**config.mk**
```make
export PLATFORM = sky130hd
export DESIGN_NAME = modem_rx_frontend_host_regs
export DESIGN_NICKNAME = d
export VERILOG_FILES = /design/src/include/mrxfe_pkg.sv /design/src/include/mrxfe_sync_if.sv /design/src/mrxfe_pin_sync.sv /design/src/modem_rx_frontend_host_regs.sv
export SDC_FILE = /design/constraint.sdc
export NUM_CORES = 1
export LEC_CHECK = 0
export ABC_AREA = 1
export BUFFER_PORTS_ARGS = -buffer_cell sky130_fd_sc_hd__buf_2
export CAP_MARGIN = 40
export CORE_ASPECT_RATIO = 0.9
export CORE_MARGIN = 3
export CORE_UTILIZATION = 45
export DETAILED_ROUTE_END_ITERATION = 6
export GPL_ROUTABILITY_DRIVEN = 1
export PLACE_DENSITY = 0.74
export SLEW_MARGIN = 25
export SYNTH_ARGS = -nofsm -noshare
export SYNTH_HDL_FRONTEND = slang
export SYNTH_SLANG_ARGS = --single-unit
```
**constraint.sdc**
```tcl
create_clock -name sys_clk -period 1.41 [get_ports sys_clk]
set_input_delay 0.0705 -clock sys_clk [delete_from_list [all_inputs] [get_ports sys_clk]]
set_output_delay 0.0705 -clock sys_clk [all_outputs]
set_load 0.02 [all_outputs]
```
**src/include/mrxfe_pkg.sv**
```systemverilog
// Shared constants of the receive front end host register block
package mrxfe_pkg;
   // Bus operation decoded from read/write and the two register selects
   typedef enum logic [5:0] {
      OP_NONE = 6'b00_0001,
      OP_WR_CTRL = 6'b00_0010,
      OP_WR_PTR = 6'b00_0100,
      OP_RD_RES = 6'b00_1000,
      OP_RD_LINE = 6'b01_0000,
      OP_RD_FLAG = 6'b10_0000
   } mrxfe_op_t;
   // Bus cycle tracker
   typedef enum logic [2:0] {
      BS_IDLE = 3'b001,
      BS_READ = 3'b010,
      BS_WRITE = 3'b100
   } mrxfe_bus_t;
   // Pin vector layout
   localparam int PIN_W = 17;
   localparam int PIN_STROBE = 0;
   localparam int PIN_RW = 1;
   localparam int PIN_CSL = 2;
   localparam int PIN_CSH = 3;
   localparam int PIN_RS0 = 4;
   localparam int PIN_RS1 = 5;
   localparam int PIN_DATA = 6;
   localparam int PIN_RXCLK = 14;
   localparam int PIN_TXCLK = 15;
   localparam int PIN_CARR = 16;
   // Pointer codes in bits 7..5
   localparam logic [2:0] PTR_FILTER = 3'h2;
   localparam logic [2:0] PTR_GAIN = 3'h4;
   localparam logic [2:0] PTR_THRESH = 3'h5;
   localparam int PTR_LSB = 5;
   // Filter configuration fields, then gain, threshold and flag bit positions
   localparam int FC_LOWCUT = 6;
   localparam int FC_HIGHCUT = 4;
   localparam int FC_NOTCH = 3;
   localparam int FC_ECHO = 2;
   localparam int FC_SMOOTH = 1;
   localparam int GAIN_LSB = 3;
   localparam int THR_LSB = 5;
   localparam int FLAG_BIT = 7;
   // Reset values
   localparam logic [7:0] CTRL_RST = 8'h00;
   localparam logic [2:0] PTR_RST = 3'h0;
   localparam logic [11:0] SAMPLE_RST = 12'h000;
   // Carrier detector response time
   localparam int CARR_RESP_NS = 1780000;
   localparam int CLK_PERIOD_NS = 40;
   localparam int CARR_RESP_CYC = CARR_RESP_NS / CLK_PERIOD_NS;
endpackage

```
**src/include/mrxfe_sync_if.sv**
```systemverilog
// Interface between raw pins and their synchronised copies
`timescale 1ns/1ps
interface mrxfe_sync_if;
   logic [mrxfe_pkg::PIN_W-1:0] raw; // Pins as they arrive
   logic [mrxfe_pkg::PIN_W-1:0] clean; // Settled pin levels
   modport sync (input raw, output clean);
   modport user (output raw, input clean);
endinterface

```
**src/mrxfe_pin_sync.sv**
```systemverilog
// Three-stage synchroniser with agreement filter for the pins
`timescale 1ns/1ps
module mrxfe_pin_sync (
   input wire logic sys_clk,
   input wire logic rst_n,
   mrxfe_sync_if.sync pins
);
   logic [mrxfe_pkg::PIN_W-1:0] stage1; // Only read by stage2
   logic [mrxfe_pkg::PIN_W-1:0] stage2; // Second stage
   logic [mrxfe_pkg::PIN_W-1:0] stage3; // Third stage
   logic [mrxfe_pkg::PIN_W-1:0] held; // Accepted level

   // Shift chain; metastability settles before stage2
   always_ff @(posedge sys_clk or negedge rst_n) begin
      if (!rst_n) begin
         stage1 <= '0;
         stage2 <= '0;
         stage3 <= '0;
      end else begin
         stage1 <= pins.raw;
         stage2 <= stage1;
         stage3 <= stage2;
      end
   end

   // A bit changes only once two stages agree, so one glitch is dropped
   genvar i;
   generate
      for (i = 0; i < mrxfe_pkg::PIN_W; i++) begin : g_bit
         always_ff @(posedge sys_clk or negedge rst_n) begin
            if (!rst_n) begin
               held[i] <= 1'b0;
            end else if (stage2[i] == stage3[i]) begin
               held[i] <= stage3[i];
            end
         end
      end
   endgenerate

   assign pins.clean = held;
endmodule

```
**src/modem_rx_frontend_host_regs.sv**
```systemverilog
// Host register bank of the modem receive front end
// Summary of operation
// - Respond only with low select 0, high 1
// - Read/write high reads, low writes
// - Strobe low reads, rising edge writes
// - Operation decoded from rw and selects
// - Four write-only, three read-only registers
// - Pointer bits 7..5 pick control register
// - Write captured on rise, pointer increments
// - Drive bus only while strobe low
// - Carrier flag on bit 7, others zero
// - Flag follows level, 1.78 ms response
// - Samples read low nibble then high byte
// - Byte latch advances on sample cycles
// - Other cycles return latch to first byte
// - Samples are 12-bit two's complement
// - Residual on transmit, line on receive
// - Filter bit 3 inserts notch filter
// - Filter bit 1 inserts smoothing filter
// - Filter bit 2 routes echo hold path
// - Bits 5..4 select high-cut corner
// - Samples load on conversion clock fall
// - Gain upper five bits, 1.5 dB steps
// - Threshold upper three bits, eight codes
`timescale 1ns/1ps
module modem_rx_frontend_host_regs #(
   parameter int CARR_RESP_CYCLES = mrxfe_pkg::CARR_RESP_CYC
) (
   input wire logic sys_clk,
   input wire logic rst_n,
   input wire logic enableStrobe_n,
   input wire logic readNotWrite,
   input wire logic selectLowActive_n,
   input wire logic selectHighActive,
   input wire logic regSelB0,
   input wire logic regSelB1,
   input wire logic [7:0] dataIn,
   output logic [7:0] dataOut,
   output logic dataOe_n,
   input wire logic receiveConversionClock,
   input wire logic transmitConversionClock,
   input wire logic [11:0] lineConvCode,
   input wire logic [11:0] residualConvCode,
   input wire logic carrierAboveThreshold,
   output logic lowCutSelB0,
   output logic lowCutSelB1,
   output logic highCutSelB0,
   output logic highCutSelB1,
   output logic notchFilterEnable,
   output logic smoothingFilterEnable,
   output logic echoSampleHold,
   output logic [4:0] gainCode,
   output logic [2:0] carrierThresholdCode,
   output logic carrierFlag
);
   // Synchronised copies of every pin except the converter codes
   mrxfe_sync_if pinBus ();

   // Group all asynchronous pins but the converter codes into one vector
   // The strobe travels inverted: the synchroniser clears to zero, and the
   // inverted copy turns that cleared value into the idle high strobe,
   // so no false strobe edge follows reset
   assign pinBus.raw = {carrierAboveThreshold,
                        transmitConversionClock,
                        receiveConversionClock,
                        dataIn, regSelB1, regSelB0,
                        selectHighActive, selectLowActive_n,
                        readNotWrite, !enableStrobe_n};

   // Pin synchroniser
   mrxfe_pin_sync u_sync (
      .sys_clk(sys_clk),
      .rst_n(rst_n),
      .pins(pinBus)
   );

   // Settled pin levels
   logic strobe_n; // Enable strobe, low active
   logic rwSel; // High for read
   logic chipSel; // Both chip selects valid
   logic [7:0] busData; // Write data from host
   logic rxClk; // Receive conversion clock
   logic txClk; // Transmit conversion clock
   logic carrAbove; // Analog comparator result

   assign strobe_n = !pinBus.clean[mrxfe_pkg::PIN_STROBE]; // Undo the pin inversion
   assign rwSel = pinBus.clean[mrxfe_pkg::PIN_RW];
   assign chipSel = !pinBus.clean[mrxfe_pkg::PIN_CSL]
                    && pinBus.clean[mrxfe_pkg::PIN_CSH];
   assign busData = pinBus.clean[mrxfe_pkg::PIN_DATA +: 8];
   assign rxClk = pinBus.clean[mrxfe_pkg::PIN_RXCLK];
   assign txClk = pinBus.clean[mrxfe_pkg::PIN_TXCLK];
   assign carrAbove = pinBus.clean[mrxfe_pkg::PIN_CARR];

   // Decode of the selects; a deselected chip sees no operation
   // Read/write with both register selects picks one of five operations
   function automatic mrxfe_pkg::mrxfe_op_t decodeOp(
      input logic sel,
      input logic rw,
      input logic rs0,
      input logic rs1
   );
      mrxfe_pkg::mrxfe_op_t op;
      op = mrxfe_pkg::OP_NONE;
      if (sel) begin
         unique case ({rw, rs0, rs1})
            3'b011: op = mrxfe_pkg::OP_WR_CTRL;
            3'b010: op = mrxfe_pkg::OP_WR_PTR;
            3'b101: op = mrxfe_pkg::OP_RD_RES;
            3'b100: op = mrxfe_pkg::OP_RD_LINE;
            3'b110: op = mrxfe_pkg::OP_RD_FLAG;
            default: op = mrxfe_pkg::OP_NONE;
         endcase
      end
      return op;
   endfunction

   // Operation seen at the present level of the selects
   mrxfe_pkg::mrxfe_op_t curOp;
   assign curOp = decodeOp(chipSel, rwSel,
                           pinBus.clean[mrxfe_pkg::PIN_RS0],
                           pinBus.clean[mrxfe_pkg::PIN_RS1]);

   // True when the current operation reads a sample register
   logic sampleAddr;
   assign sampleAddr = (curOp == mrxfe_pkg::OP_RD_RES)
                       || (curOp == mrxfe_pkg::OP_RD_LINE);

   // Edge detection on settled strobe and conversion clocks
   logic strobeLast; // Strobe one cycle ago
   logic rxLast; // Receive clock one cycle ago
   logic txLast; // Transmit clock one cycle ago
   logic strobeRise; // Write strobe edge
   logic strobeFall; // Start of a bus cycle
   logic rxFall; // Receive load moment
   logic txFall; // Transmit load moment

   // Previous levels equal the cleared synchroniser outputs, so reset
   // itself never shows an edge; an idle-high conversion clock only
   // shows a rise on its way up, which loads nothing
   always_ff @(posedge sys_clk or negedge rst_n) begin
      if (!rst_n) begin
         strobeLast <= 1'b1;
         rxLast <= 1'b0;
         txLast <= 1'b0;
      end else begin
         strobeLast <= strobe_n;
         rxLast <= rxClk;
         txLast <= txClk;
      end
   end

   assign strobeRise = strobe_n && !strobeLast;
   assign strobeFall = !strobe_n && strobeLast;
   assign rxFall = !rxClk && rxLast;
   assign txFall = !txClk && txLast;

   // Bus cycle tracker
   mrxfe_pkg::mrxfe_bus_t busState;
   mrxfe_pkg::mrxfe_bus_t next_busState;

   // Read phase is a level, write acts at the end of the pulse
   always_comb begin
      next_busState = busState;
      unique case (busState)
         mrxfe_pkg::BS_IDLE: begin
            if (strobeFall && chipSel) begin
               next_busState = rwSel ? mrxfe_pkg::BS_READ
                                     : mrxfe_pkg::BS_WRITE;
            end
         end
         mrxfe_pkg::BS_READ: begin
            if (strobe_n || !chipSel || !rwSel) begin
               next_busState = mrxfe_pkg::BS_IDLE;
            end
         end
         mrxfe_pkg::BS_WRITE: begin
            if (strobe_n) begin
               next_busState = mrxfe_pkg::BS_IDLE;
            end
         end
         default: next_busState = mrxfe_pkg::BS_IDLE;
      endcase
   end

   // State register
   always_ff @(posedge sys_clk or negedge rst_n) begin
      if (!rst_n) begin
         busState <= mrxfe_pkg::BS_IDLE;
      end else begin
         busState <= next_busState;
      end
   end

   // Write strobe: rising edge while a write cycle is decoded
   // Data and selects cross through the same synchroniser as the strobe,
   // and the host holds them past the rise, so they are settled here
   logic wrStrobe;
   assign wrStrobe = strobeRise && !rwSel && chipSel;

   // Address pointer, three stored bits only
   logic [2:0] ctrlPointer;

   // Loaded directly, stepped after every control write
   always_ff @(posedge sys_clk or negedge rst_n) begin
      if (!rst_n) begin
         ctrlPointer <= mrxfe_pkg::PTR_RST;
      end else if (wrStrobe && curOp == mrxfe_pkg::OP_WR_PTR) begin
         ctrlPointer <= busData[mrxfe_pkg::PTR_LSB +: 3];
      end else if (wrStrobe && curOp == mrxfe_pkg::OP_WR_CTRL) begin
         ctrlPointer <= ctrlPointer + 3'h1;
      end
   end

   // Control registers, reachable only through the pointer
   logic [7:0] filterConfig;
   logic [7:0] gainReg;
   logic [7:0] thresholdReg;

   // Unused pointer codes still step the pointer but store nothing
   // The reset to zero only gives a known start; software must still
   // program every control register before it reads a sample
   always_ff @(posedge sys_clk or negedge rst_n) begin
      if (!rst_n) begin
         filterConfig <= mrxfe_pkg::CTRL_RST;
         gainReg <= mrxfe_pkg::CTRL_RST;
         thresholdReg <= mrxfe_pkg::CTRL_RST;
      end else if (wrStrobe && curOp == mrxfe_pkg::OP_WR_CTRL) begin
         unique case (ctrlPointer)
            mrxfe_pkg::PTR_FILTER: filterConfig <= busData;
            mrxfe_pkg::PTR_GAIN: gainReg <= busData;
            mrxfe_pkg::PTR_THRESH: thresholdReg <= busData;
            default: ;
         endcase
      end
   end

   // Analog control outputs
   assign lowCutSelB1 = filterConfig[mrxfe_pkg::FC_LOWCUT + 1];
   assign lowCutSelB0 = filterConfig[mrxfe_pkg::FC_LOWCUT];
   assign highCutSelB1 = filterConfig[mrxfe_pkg::FC_HIGHCUT + 1];
   assign highCutSelB0 = filterConfig[mrxfe_pkg::FC_HIGHCUT];
   assign notchFilterEnable = filterConfig[mrxfe_pkg::FC_NOTCH];
   assign echoSampleHold = filterConfig[mrxfe_pkg::FC_ECHO];
   assign smoothingFilterEnable = filterConfig[mrxfe_pkg::FC_SMOOTH];
   assign gainCode = gainReg[mrxfe_pkg::GAIN_LSB +: 5];
   assign carrierThresholdCode = thresholdReg[mrxfe_pkg::THR_LSB +: 3];

   // Sample registers, two's complement from the converter
   logic [11:0] lineSample;
   logic [11:0] residualSample;

   // Each register loads on the falling edge of its own clock
   // The converter code must stay still for a few cycles past the fall,
   // since the settled clock edge arrives late
   always_ff @(posedge sys_clk or negedge rst_n) begin
      if (!rst_n) begin
         lineSample <= mrxfe_pkg::SAMPLE_RST;
      end else if (rxFall) begin
         lineSample <= lineConvCode;
      end
   end

   // Residual channel follows the transmit clock
   always_ff @(posedge sys_clk or negedge rst_n) begin
      if (!rst_n) begin
         residualSample <= mrxfe_pkg::SAMPLE_RST;
      end else if (txFall) begin
         residualSample <= residualConvCode;
      end
   end

   // Byte select latch; low picks the first byte
   logic secondByte;

   // Steps on every sample cycle, cleared by any other cycle
   // A deselected strobe counts as another cycle and clears the latch too
   always_ff @(posedge sys_clk or negedge rst_n) begin
      if (!rst_n) begin
         secondByte <= 1'b0;
      end else if (strobeRise) begin
         if (sampleAddr) begin
            secondByte <= !secondByte;
         end else begin
            secondByte <= 1'b0;
         end
      end
   end

   // Carrier detector with response filter
   logic [$clog2(CARR_RESP_CYCLES + 1)-1:0] carrCount;
   logic carrState;

   // The flag follows only a level held for the full response time
   // Any return of the level restarts the count, so a short blip is lost
   always_ff @(posedge sys_clk or negedge rst_n) begin
      if (!rst_n) begin
         carrCount <= '0;
         carrState <= 1'b0;
      end else if (carrAbove == carrState) begin
         carrCount <= '0;
      end else if (carrCount == ($bits(carrCount))'(CARR_RESP_CYCLES - 1)) begin
         carrCount <= '0;
         carrState <= carrAbove;
      end else begin
         carrCount <= carrCount + 1'b1;
      end
   end

   assign carrierFlag = carrState;

   // Byte selected by the current read operation
   logic [7:0] readByte;
   logic [11:0] pickSample;

   // Nibble then byte; unmapped reads return zero
   always_comb begin
      pickSample = (curOp == mrxfe_pkg::OP_RD_RES) ? residualSample
                                                   : lineSample;
      readByte = 8'h00;
      if (sampleAddr) begin
         readByte = secondByte ? pickSample[11:4]
                               : {pickSample[3:0], 4'h0};
      end else if (curOp == mrxfe_pkg::OP_RD_FLAG) begin
         readByte[mrxfe_pkg::FLAG_BIT] = carrState;
      end
   end

   // Registered read data and low-active drive enable
   // Release lags the settled strobe rise by one cycle; the host's
   // recovery time between cycles covers it
   always_ff @(posedge sys_clk or negedge rst_n) begin
      if (!rst_n) begin
         dataOut <= 8'h00;
         dataOe_n <= 1'b1;
      end else begin
         dataOut <= readByte;
         dataOe_n <= !(next_busState == mrxfe_pkg::BS_READ
                       && !strobe_n && curOp != mrxfe_pkg::OP_NONE);
      end
   end
endmodule

```
* Word level (Yosys, flattened, before mapping)
Index checks and enable logic that the tools add are counted.
** Cells by class
- $add $sub $neg :: 2
- $mul :: 0
- Div/mod/pow operators :: 0
- $lt $le $gt $ge :: 0
- Eq/ne operators :: 37
- Shift operators :: 0
- Mux-type cells :: 17
- Bitwise operators :: 1
- Reduce and logical (&&, ||, !) cells :: 30
** Operator list (number)
- $mux 16 :: 2
- $pmux 6 s5 :: 1
- $eq 1x1->1 :: 18
- $eq 3x3->1 const B :: 6
- $mux 3 :: 6
- $add 16x1->16 const B :: 1
- $eq 16x16->1 const B :: 1
- $eq 3x2->1 const B :: 5
- $logic_and 1x1->1 :: 12
- $mux 12 :: 1
- $logic_not 1->1 :: 10
- $pmux 3 s3 :: 1
- $mux 8 :: 1
- $reduce_and 2->1 :: 4
- $mux 7 :: 1
- $eq 6x2->1 const B :: 1
- $eq 6x3->1 const B :: 1
- $eq 6x4->1 const B :: 1
- $eq 6x5->1 const B :: 1
- $eq 6x6->1 const B :: 1
- $mux 6 :: 1
- $ne 6x1->1 const B :: 1
- $add 3x1->3 const B :: 1
- $eq 3x1->1 const B :: 1
- 4 further kinds :: 8
** Storage, ports and cells
- Flip-flop bits (word level) :: 152
- Latch bits :: 0
- Memory bits (writable) :: 0
- Bits in read-only memories :: 0
- Logic and storage cells :: 122
- Memories :: 0

* Depth between registers and ports, before layout
Gate-level depths: netlist of run 1.
- Word-level depth :: 11
- Depth in mapped cells :: 8
- Gate-level depth less buffers :: 8

* Cells and area by module
A second synthesis of run 1 with hierarchy kept.
** Second synthesis, totals
- Cells, all modules :: 526
- Area total of the unflattened synthesis :: 5551.6 sq um
** By module, submodules not included
- modem_rx_frontend_host_regs :: instances 1, cells an instance 390, area each 3573.4 sq um
- mrxfe_pin_sync :: instances 1, cells an instance 136, area each 1978.1 sq um

* Least setup slack after synthesis of run 1
No wires, ideal clock.
- Path type :: reg2reg
- Start point :: register u_sync.held, in the netlist u_sync.pins.clean[0]
- End point :: register filterConfig[6]
- Setup time :: 0.119 ns
- Arrival :: 1.186 ns
- Path slack :: 0.104 ns
- Cell stages (with the launch flop) :: 8
- Clock period less this slack :: 1.306 ns
- Cell sequence :: dfrtp_1 nor2_2 nand3_2 nor2_4 nand3b_4 buf_6 nand2_1 o21ai_2
** Between the ends
- Cells in the longest elaborated chain, start to end :: 6
** Ends and longest elaborated chain
- start, declared :: line mrxfe_pin_sync.sv:11 : logic [mrxfe_pkg::PIN_W-1:0] held;
- start signal, assigned by index :: line mrxfe_pin_sync.sv:34 : held[i] <= stage3[i];
- $logic_not 1->1 :: line modem_rx_frontend_host_regs.sv:86 : assign strobe_n = !pinBus.clean[mrxfe_pkg::PIN_STROBE];
- $logic_and 1x1->1 :: line modem_rx_frontend_host_regs.sv:153 : assign strobeRise = strobe_n && !strobeLast;
- $logic_and 1x1->1 (2 in a row) :: line modem_rx_frontend_host_regs.sv:199 : assign wrStrobe = strobeRise && !rwSel && chipSel;
- $logic_and 1x1->1 :: line modem_rx_frontend_host_regs.sv:228 : end else if (wrStrobe && curOp == mrxfe_pkg::OP_WR_CTRL) begin
- $reduce_and 2->1 (no line)
- end signal, assigned :: line modem_rx_frontend_host_regs.sv:225 : filterConfig <= mrxfe_pkg::CTRL_RST;
- end signal, assigned :: line modem_rx_frontend_host_regs.sv:230 : mrxfe_pkg::PTR_FILTER: filterConfig <= busData;
- end, declared :: line modem_rx_frontend_host_regs.sv:216 : logic [7:0] filterConfig;
No other way between the ends.
A chain may end at the register's enable or synchronous reset.

* Final worst setup path of run 1
- Start point :: register carrCount[1]
- End point :: register carrCount[10]
** Between the ends
- Cells in the longest elaborated chain, start to end :: 3
- Elaborated cells between the ends (all ways) :: 4
- Classes of those cells :: add/sub: 1; eq/ne: 1; mux: 2
** Ends and longest elaborated chain
- start, declared :: line modem_rx_frontend_host_regs.sv:291 : logic [$clog2(CARR_RESP_CYCLES + 1)-1:0] carrCount;
- start signal, assigned :: line modem_rx_frontend_host_regs.sv:306 : carrCount <= carrCount + 1'b1;
- $add 16x1->16 / $eq 16x16->1 (equally long branches) :: line modem_rx_frontend_host_regs.sv:306, modem_rx_frontend_host_regs.sv:302
- $mux 16 (*) :: line modem_rx_frontend_host_regs.sv:302 : end else if (carrCount == ($bits(carrCount))'(CARR_RESP_CYCLES - 1)) begin
- $mux 16 (*) :: line modem_rx_frontend_host_regs.sv:300 : end else if (carrAbove == carrState) begin
Every way passes the cells marked *; elsewhere a longest branch is shown, timed or not.

==> results of run 1 <==
power groups by stage:
stage          Combinational, mW  Clock, mW  Sequential, mW
2_1_floorplan              0.595          0            4.61
3_3_place_gp               0.915          0            4.63
3_5_place_dp               0.963          0            4.66
4_1_cts                     1.06       4.52            4.59
5_1_grt                     1.25       4.69            4.66
6_report                    1.13       4.42            4.61
synth_stat cells (all sizes together):
library cell	n	area, um2
a21oi	12	60.1
nand2	78	293
mux2	18	203
o21ai	24	146
xnor2	3	26.3
xor2	3	26.3
nor2	59	239
nor3	14	75.1
nor4	1	6.26
nand3b	1	20.0
nand3	28	165
o31ai	1	7.51
inv	48	180
dfrtp	136	3400
dfstp	3	78.8
maj3	16	160
o211ai	1	7.51
nand4	7	43.8
buf	5	33.8
ha	5	62.6
o21bai	7	52.6
layout make-up:
cell class	instances	area (um2)
inverters	48	183
repair buffers	143	1070
fillers	832	3860
clock buffers	22	484
well taps	152	190
clock inverters	10	115
multi-input cells	280	1740
flip-flops and latches	139	3480
final timing paths:
| kind | slack (ns) | endpoint | depth (start not counted) |
|---|---|---|---|
| worst max register to register | 0.07 | carrCount[10]$_DFF_PN0_ | 8 |
| worst max-delay path | 0.07 | carrCount[10]$_DFF_PN0_ | 8 |
| worst min-delay path | 0.16 | lineSample[6]$_DFFE_PN0P_ | 2 |
| max in group asynchronous | 0.67 | carrCount[9]$_DFF_PN0_ | 3 |
| min in group sys_clk | 0.29 | u_sync.stage1[2]$_DFF_PN0_ | 2 |
| worst min register to register | 0.35 | u_sync.stage2[8]$_DFF_PN0_ | 0 |
routing by layer:
| metal | track usage | wire (um) | vias to the layer above |
|---|---|---|---|
| met1 | 0.228 | 4890 | 1891 |
| met4 | 0.0858 | 195 | 0 |
| met3 | 0.0508 | 469 | 19 |
| li1 | - | - | 1852 |
| met2 | 0.274 | 5280 | 81 |
| met5 | 0 | 0 | - |
flip-flops by register name, summed over array words and instances, names as in the netlist:
signal	flops
lineSample	12
dataOut	8
u_sync.stage1	16
u_sync.stage3	16
u_sync.stage2	16
dataOe_n	1
txLast	1
carrCount	16
carrierFlag	1
residualSample	12
thresholdReg	3
ctrlPointer	3
gainReg	5
busState	3
strobeLast	1
rxLast	1
filterConfig	7
u_sync.pins.clean	16
secondByte	1
layout by cell type, fill, tap and decap left out, types with 8 or more instances in the layout:
cell type	Yosys	final
dfrtp_1	136	135
nand2_1	78	71
buf_2	3	65
nor2_1	54	47
inv_1	46	44
dlygate4sd3_1	0	41
buf_4	1	30
nand3_1	23	23
mux2_2	18	18
clkbuf_16	0	17
maj3_1	16	16
a21oi_1	12	12
o21ai_0	11	9
nor3_1	13	8
o21ai_1	6	8
repair_timing:
item,CTS,global route
hold endpoints to repair,179,0
gates resized for setup,2,35
cloned,0,2
endpoints found under the setup margin,22,39
setup buffers,0,5
pin swaps,0,8
hold buffers,41,0
logic make-up (layout without fill, tap and decap cells):
family | after synthesis | in the layout | synth area share
AND/OR/NAND/NOR | 188 | 190 | 0.159
flip-flops | 139 | 139 | 0.658
buffers and inverters | 53 | 223 | 0.0404
AO/OA/AOI/OAI | 45 | 45 | 0.0518
adder cells (fa/ha/maj) | 21 | 21 | 0.0421
multiplexers | 18 | 18 | 0.0383
XOR/XNOR | 6 | 6 | 0.00994
==> metrics.md, run 1 <==
| Metric | Value |
|---|---|
| MaxCap Viol Count | 0 |
| Root buf cell | clkbuf_16 |
| Unrepaired setup endpoints after global routing | yes |
| Longest Clk Path Bufs | 2 |
| Final setup viols | 0 |
| Diodes inserted | 0 |
| Post-Place Cell Area | 0.00606 mm2 |
| Crit-path slowest cell | dfrtp_1 |
| Synth Warn # | 0 |
| Hpwl dp | 7010 um |
| TritonCTS clock tree | done |
| Worst skew pair latency | 0.42 ns |
| Worst path bufs/invs | 1 |
| Seq/Total Area, Yosys | 0.658 |
| Seq pwr share | 0.454 |
| Outcome | finished clean |
| Share of cells above drive strength 1 | 0.313 |
| Initial core utilization | 0.475 |
| Nets | 677 |
| Crit path max fanout | 4 |
| Internal power | 7.70 mW |
| Pre-CTS setup slack | -0.0351 ns |
| Buffers on Ports | 66 |
| Synth Area per Inst | 11.3 um2 |
| Largest stage delay on the critical path | 0.40 ns |
| Largest net degree at the start of global routing | 50 |
| Hold_ws | 0.162 ns |
| First-pass GRT wire length | 17900 um |
| Top-level I/O count | 68 |
| Slew @ Worst Pin | 0.465 ns |
| Leak | 3.42 nW |
| Routed Antenna Nets | 0 |
| Syn Nets | 518 |
| Setup crit end kind | flop |
| Routed vias/inst | 4.84 |
| F_max | 748 MHz |
| Crit path from | carrCount[1]$_DFF_PN0_ |
| Via Count | 3843 |
| CP Launch Type | flop |
| Post-route minimum period | 1.34 ns |
| Min-delay worst type | in -> async |
| Clk_skew | 0.00970 ns |
| Area delta synth->final | 37.4% |
| DR WL/cell | 13.6 um |
| Top cell family by delay on the critical path | simple AND/OR/NAND/NOR gates |
| Total gr overflow | 0 |
| Final worst path period share | 0.948 |
| Worst R2R Start | carrCount[1]$_DFF_PN0_ |
| Drt pass-1 iters | 4 |
| Floorplan core area | 0.0111 mm2 |
| Overall routed net length | 10800 um |
| DRC viols | 0 |
| Final Slew Violations | 0 |
| Number of H-tree levels | 4 |
| Clock Power Share | 0.435 |
| Setup TNS | 0 ns |
| Total GRT Usage | 0.176 |
| Net Switching | 2.45 mW |
| Iteration-0 DRC Markers | 211 |
| Slew headroom | 0.690 |
| Die Area | 0.0131 mm2 |
| CP arrival | 1.65 ns |
| Clock-pin slew of the registers on the worst-case setup and hold paths | 0.06 ns |
| Initial antenna violation count | 0 |
| Core Rows | 36 |
| Final Util | 0.653 |
| Vias in the first global route | 3855 |
| Final worst setup slack | 0.0727 ns |
| Chip Width | 120 um |
| Design Area, Final | 0.00727 mm2 |
| Post-route non-filler standard cell count | 794 |
| Power Density | 1400 mW/mm2 |
| WS Path Type | reg -> reg |
| Sw Ratio | 0.241 |
| Syn Inst Count | 470 |
| Routability cong. | 0.861 |
| Comb pwr share | 0.111 |
| Maximum vdd drop | 1.00 mV |
| Design Power | 10.2 mW |
| TritonCTS Buffers | 17 |
| FF+latch count, synth | 139 |
| Cell variety after synth | 30 |
| Cells along the critical path | ha_4 > nand2_2 > nor2_2 > inv_2 > nor3_2 > nand2_1 > nand2_2 > nor2_1 |
| Placed Instances | 715 |
| Critical Path RT | 1.72 ns |
| Mapped Area | 0.00529 mm2 |
| Fin. Hold Viols | 0 |
| Die Y | 109 um |
| Cell mode on critical path | nand2_2 |
| Sink Count | 139 |
Power figures use the tool's default switching activity.
==> run 2: changes to the inputs <==
RECOVER_POWER = 50   (was default)
==> run 2 against run 1 <==
Against the previous run: worst hold slack lost 0.016 ns; sequential cell count is the same; via count grew 0.60%; critical path depth shrank 2; core utilization shrank 0.30 points; first-iteration DRC count grew 5.2%; global-route usage is the same; critical path type unchanged; largest cell class unchanged; largest power group unchanged; highest routed layer unchanged.
==> metrics.md, run 2 (synthesized netlist as in run 1, its figures left out) <==
| Metric | Value |
|---|---|
| Total GRT Usage | 0.176 (unchanged) |
| DRC viols | 0 (unchanged) |
| Critical Path RT | 1.70 ns (-0.02 ns) |
| Unrepaired setup endpoints after global routing | yes |
| Fin. Hold Viols | 0 (unchanged) |
| Longest Clk Path Bufs | 2 (unchanged) |
| Die Area | 0.0131 mm2 (unchanged) |
| Leak | 3.40 nW (-0.41%) |
| Core Rows | 36 (unchanged) |
| Slew headroom | 0.627 (-0.0636) |
| Slew @ Worst Pin | 0.560 ns (+0.0954 ns) |
| Most frequent cells in the layout | dfrtp_1 (135), nand2_1 (71), buf_2 (64) |
| GR Layer Usage met1 | 0.228 (unchanged) |
| Via Count | 3866 (+0.60%) |
| Die Y | 109 um (unchanged) |
| Setup slack, reg-to-reg | 0.05 ns (-0.02 ns) |
| Drt pass-1 iters | 5 (+1) |
| Crit path from | strobeLast$_DFF_PN1_ |
| Commonest non-fill, non-tap cell in the layout | dfrtp_1 |
| Critical Path End | ctrlPointer[1]$_DFFE_PN0P_ |
| Nets | 677 (unchanged) |
| First-pass GRT wire length | 17900 um (unchanged) |
| Overall routed net length | 10900 um (+0.30%) |
| DR WL/cell | 13.7 um (+0.30%) |
| Area delta synth->final | 36.7% |
| Buffers on Ports | 66 (unchanged) |
| Floorplan core area | 0.0111 mm2 (unchanged) |
| Placed Instances | 715 (unchanged) |
| F_max | 738 MHz (-1.3%) |
| Hpwl dp | 7010 um (unchanged) |
| Clock-pin slew of the registers on the worst-case setup and hold paths | 0.06 ns (about the same) |
| Iteration-0 DRC Markers | 222 (+5.2%) |
| Share of cells above drive strength 1 | 0.312 (-0.00156) |
| CP Launch Type | flop |
| Worst R2R Start | strobeLast$_DFF_PN1_ |
| Total gr overflow | 0 (unchanged) |
| Routability cong. | 0.861 (unchanged) |
| Worst r2r dst | ctrlPointer[1]$_DFFE_PN0P_ |
| Routed vias/inst | 4.87 (+0.60%) |
| Top-level I/O count | 68 (unchanged) |
| Crit path max fanout | 8 (+4) |
| Post-route non-filler standard cell count | 794 (unchanged) |
| Met3 usage | 0.0508 (unchanged) |
| Outcome | finished clean |
| Worst skew pair latency | 0.42 ns (about the same) |
| Maximum vdd drop | 1.01 mV (+0.48%) |
| Min-delay worst type | in -> async |
| Most Crowded Layer GR | met2 |
| Final worst path period share | 0.961 (+0.0127) |
| Final Slew Violations | 0 (unchanged) |
| Final setup viols | 0 (unchanged) |
| Met2 global-route usage | 0.274 (unchanged) |
| Sink Count | 139 (unchanged) |
| Diodes inserted | 0 (unchanged) |
| Clk_skew | 0.00940 ns (-0.000299 ns) |
| Setup crit end kind | flop |
| Chip Width | 120 um (unchanged) |
| R2R depth | 6 (-2) |
| Routed Antenna Nets | 0 (unchanged) |
| Power Density | 1400 mW/mm2 (+0.45%) |
| Root buf cell | clkbuf_16 |
| TritonCTS clock tree | done |
| Hold_ws | 0.145 ns (-0.0163 ns) |
| Post-route minimum period | 1.36 ns (+0.0178 ns) |
| Largest net degree at the start of global routing | 50 (unchanged) |
| MaxCap Viol Count | 0 (unchanged) |
| TritonCTS Buffers | 17 (unchanged) |
| Number of H-tree levels | 4 (unchanged) |
| Vias in the first global route | 3855 (unchanged) |
| Initial antenna violation count | 0 (unchanged) |
| CP arrival | 1.64 ns (about the same) |
| WS Path Type | reg -> reg |
| Setup TNS | 0 ns (unchanged) |
| Initial core utilization | 0.475 (unchanged) |
[run 2: cell types whose count changed in the layout (fill, tap and decap cells not counted), sizes merged]
cell / previous run / this run
buf: 102 / 98
clkbuf: 22 / 26
[run 2: where the power goes]
part | switching (mW) | leakage (nW) | internal (mW) | total [mW]
Combinational | 0.575 | 1.40 | 0.539 | 1.11
Sequential | 0.241 | 1.71 | 4.37 | 4.61
Clock | 1.64 | 0.288 | 2.78 | 4.43
Total | 2.46 | 3.40 | 7.69 | 10.1
[run 2: layout make-up]
cell class	instances	area [um2]
inverter	48	183
sequential	139	3480
clock buffer	22	484
timing repair buffer	143	1040
fill	838	3890
tap	152	190
multi-input combinational	280	1740
clock inverter	10	115
[run 2: how the worst min path moves through the flow]
stage / slack (ns) / endpoint / startpoint / cells after the start
after global routing: 0.18 / lineSample[6]$_DFFE_PN0P_ / rst_n / 2
after CTS: 0.17 / lineSample[5]$_DFFE_PN0P_ / rst_n / 2
after detailed placement: 0.05 / lineSample[5]$_DFFE_PN0P_ / rst_n / 1
after floorplan: -0.23 / busState[1]$_DFF_PN0_ / rst_n / 0
after global placement: 0.04 / lineSample[6]$_DFFE_PN0P_ / rst_n / 1
final: 0.15 / lineSample[6]$_DFFE_PN0P_ / rst_n / 2
[run 2: stage by stage]
step | total power, mW | setup WS [ns] | cell area, um2 | utilization
6_report | 10.1 | 0.0548 | 7230 | 0.650
5_1_grt | 10.6 | -0.0245 | 7230 | 0.650
4_1_cts | 10.2 | -0.0418 | 7080 | 0.636
3_5_place_dp | 5.62 | -0.0351 | 6060 | 0.545
3_3_place_gp | 5.55 | 0.0147 | 6060 | 0.545
2_1_floorplan | 5.21 | 0.104 | 5290 | -
[run 2: what timing repair did]
| action | in CTS | in global routing |
|---|---|---|
| buffers inserted | 0 | 5 |
| hold buffers | 41 | 0 |
| gates cloned | 0 | 2 |
| pin swaps | 0 | 8 |
| endpoints found under the setup margin | 22 | 39 |
| gates resized for setup | 2 | 35 |
| endpoints found under the hold margin | 179 | 0 |
[run 2: critical path, cell delays in order (launching register included)]
cell     delay (ns)
dfstp_2        0.55
nor2_2         0.05
nand3_2        0.09
nor2_4         0.05
buf_12         0.14
nor2_1         0.21
o21ai_0        0.13
[run 2: metal layers]
layer | wire (um) | up-vias
li1 | - | 1853
met1 | 4910 | 1890
met2 | 5210 | 99
met3 | 518 | 24
met4 | 233 | 0
met5 | 0 | -
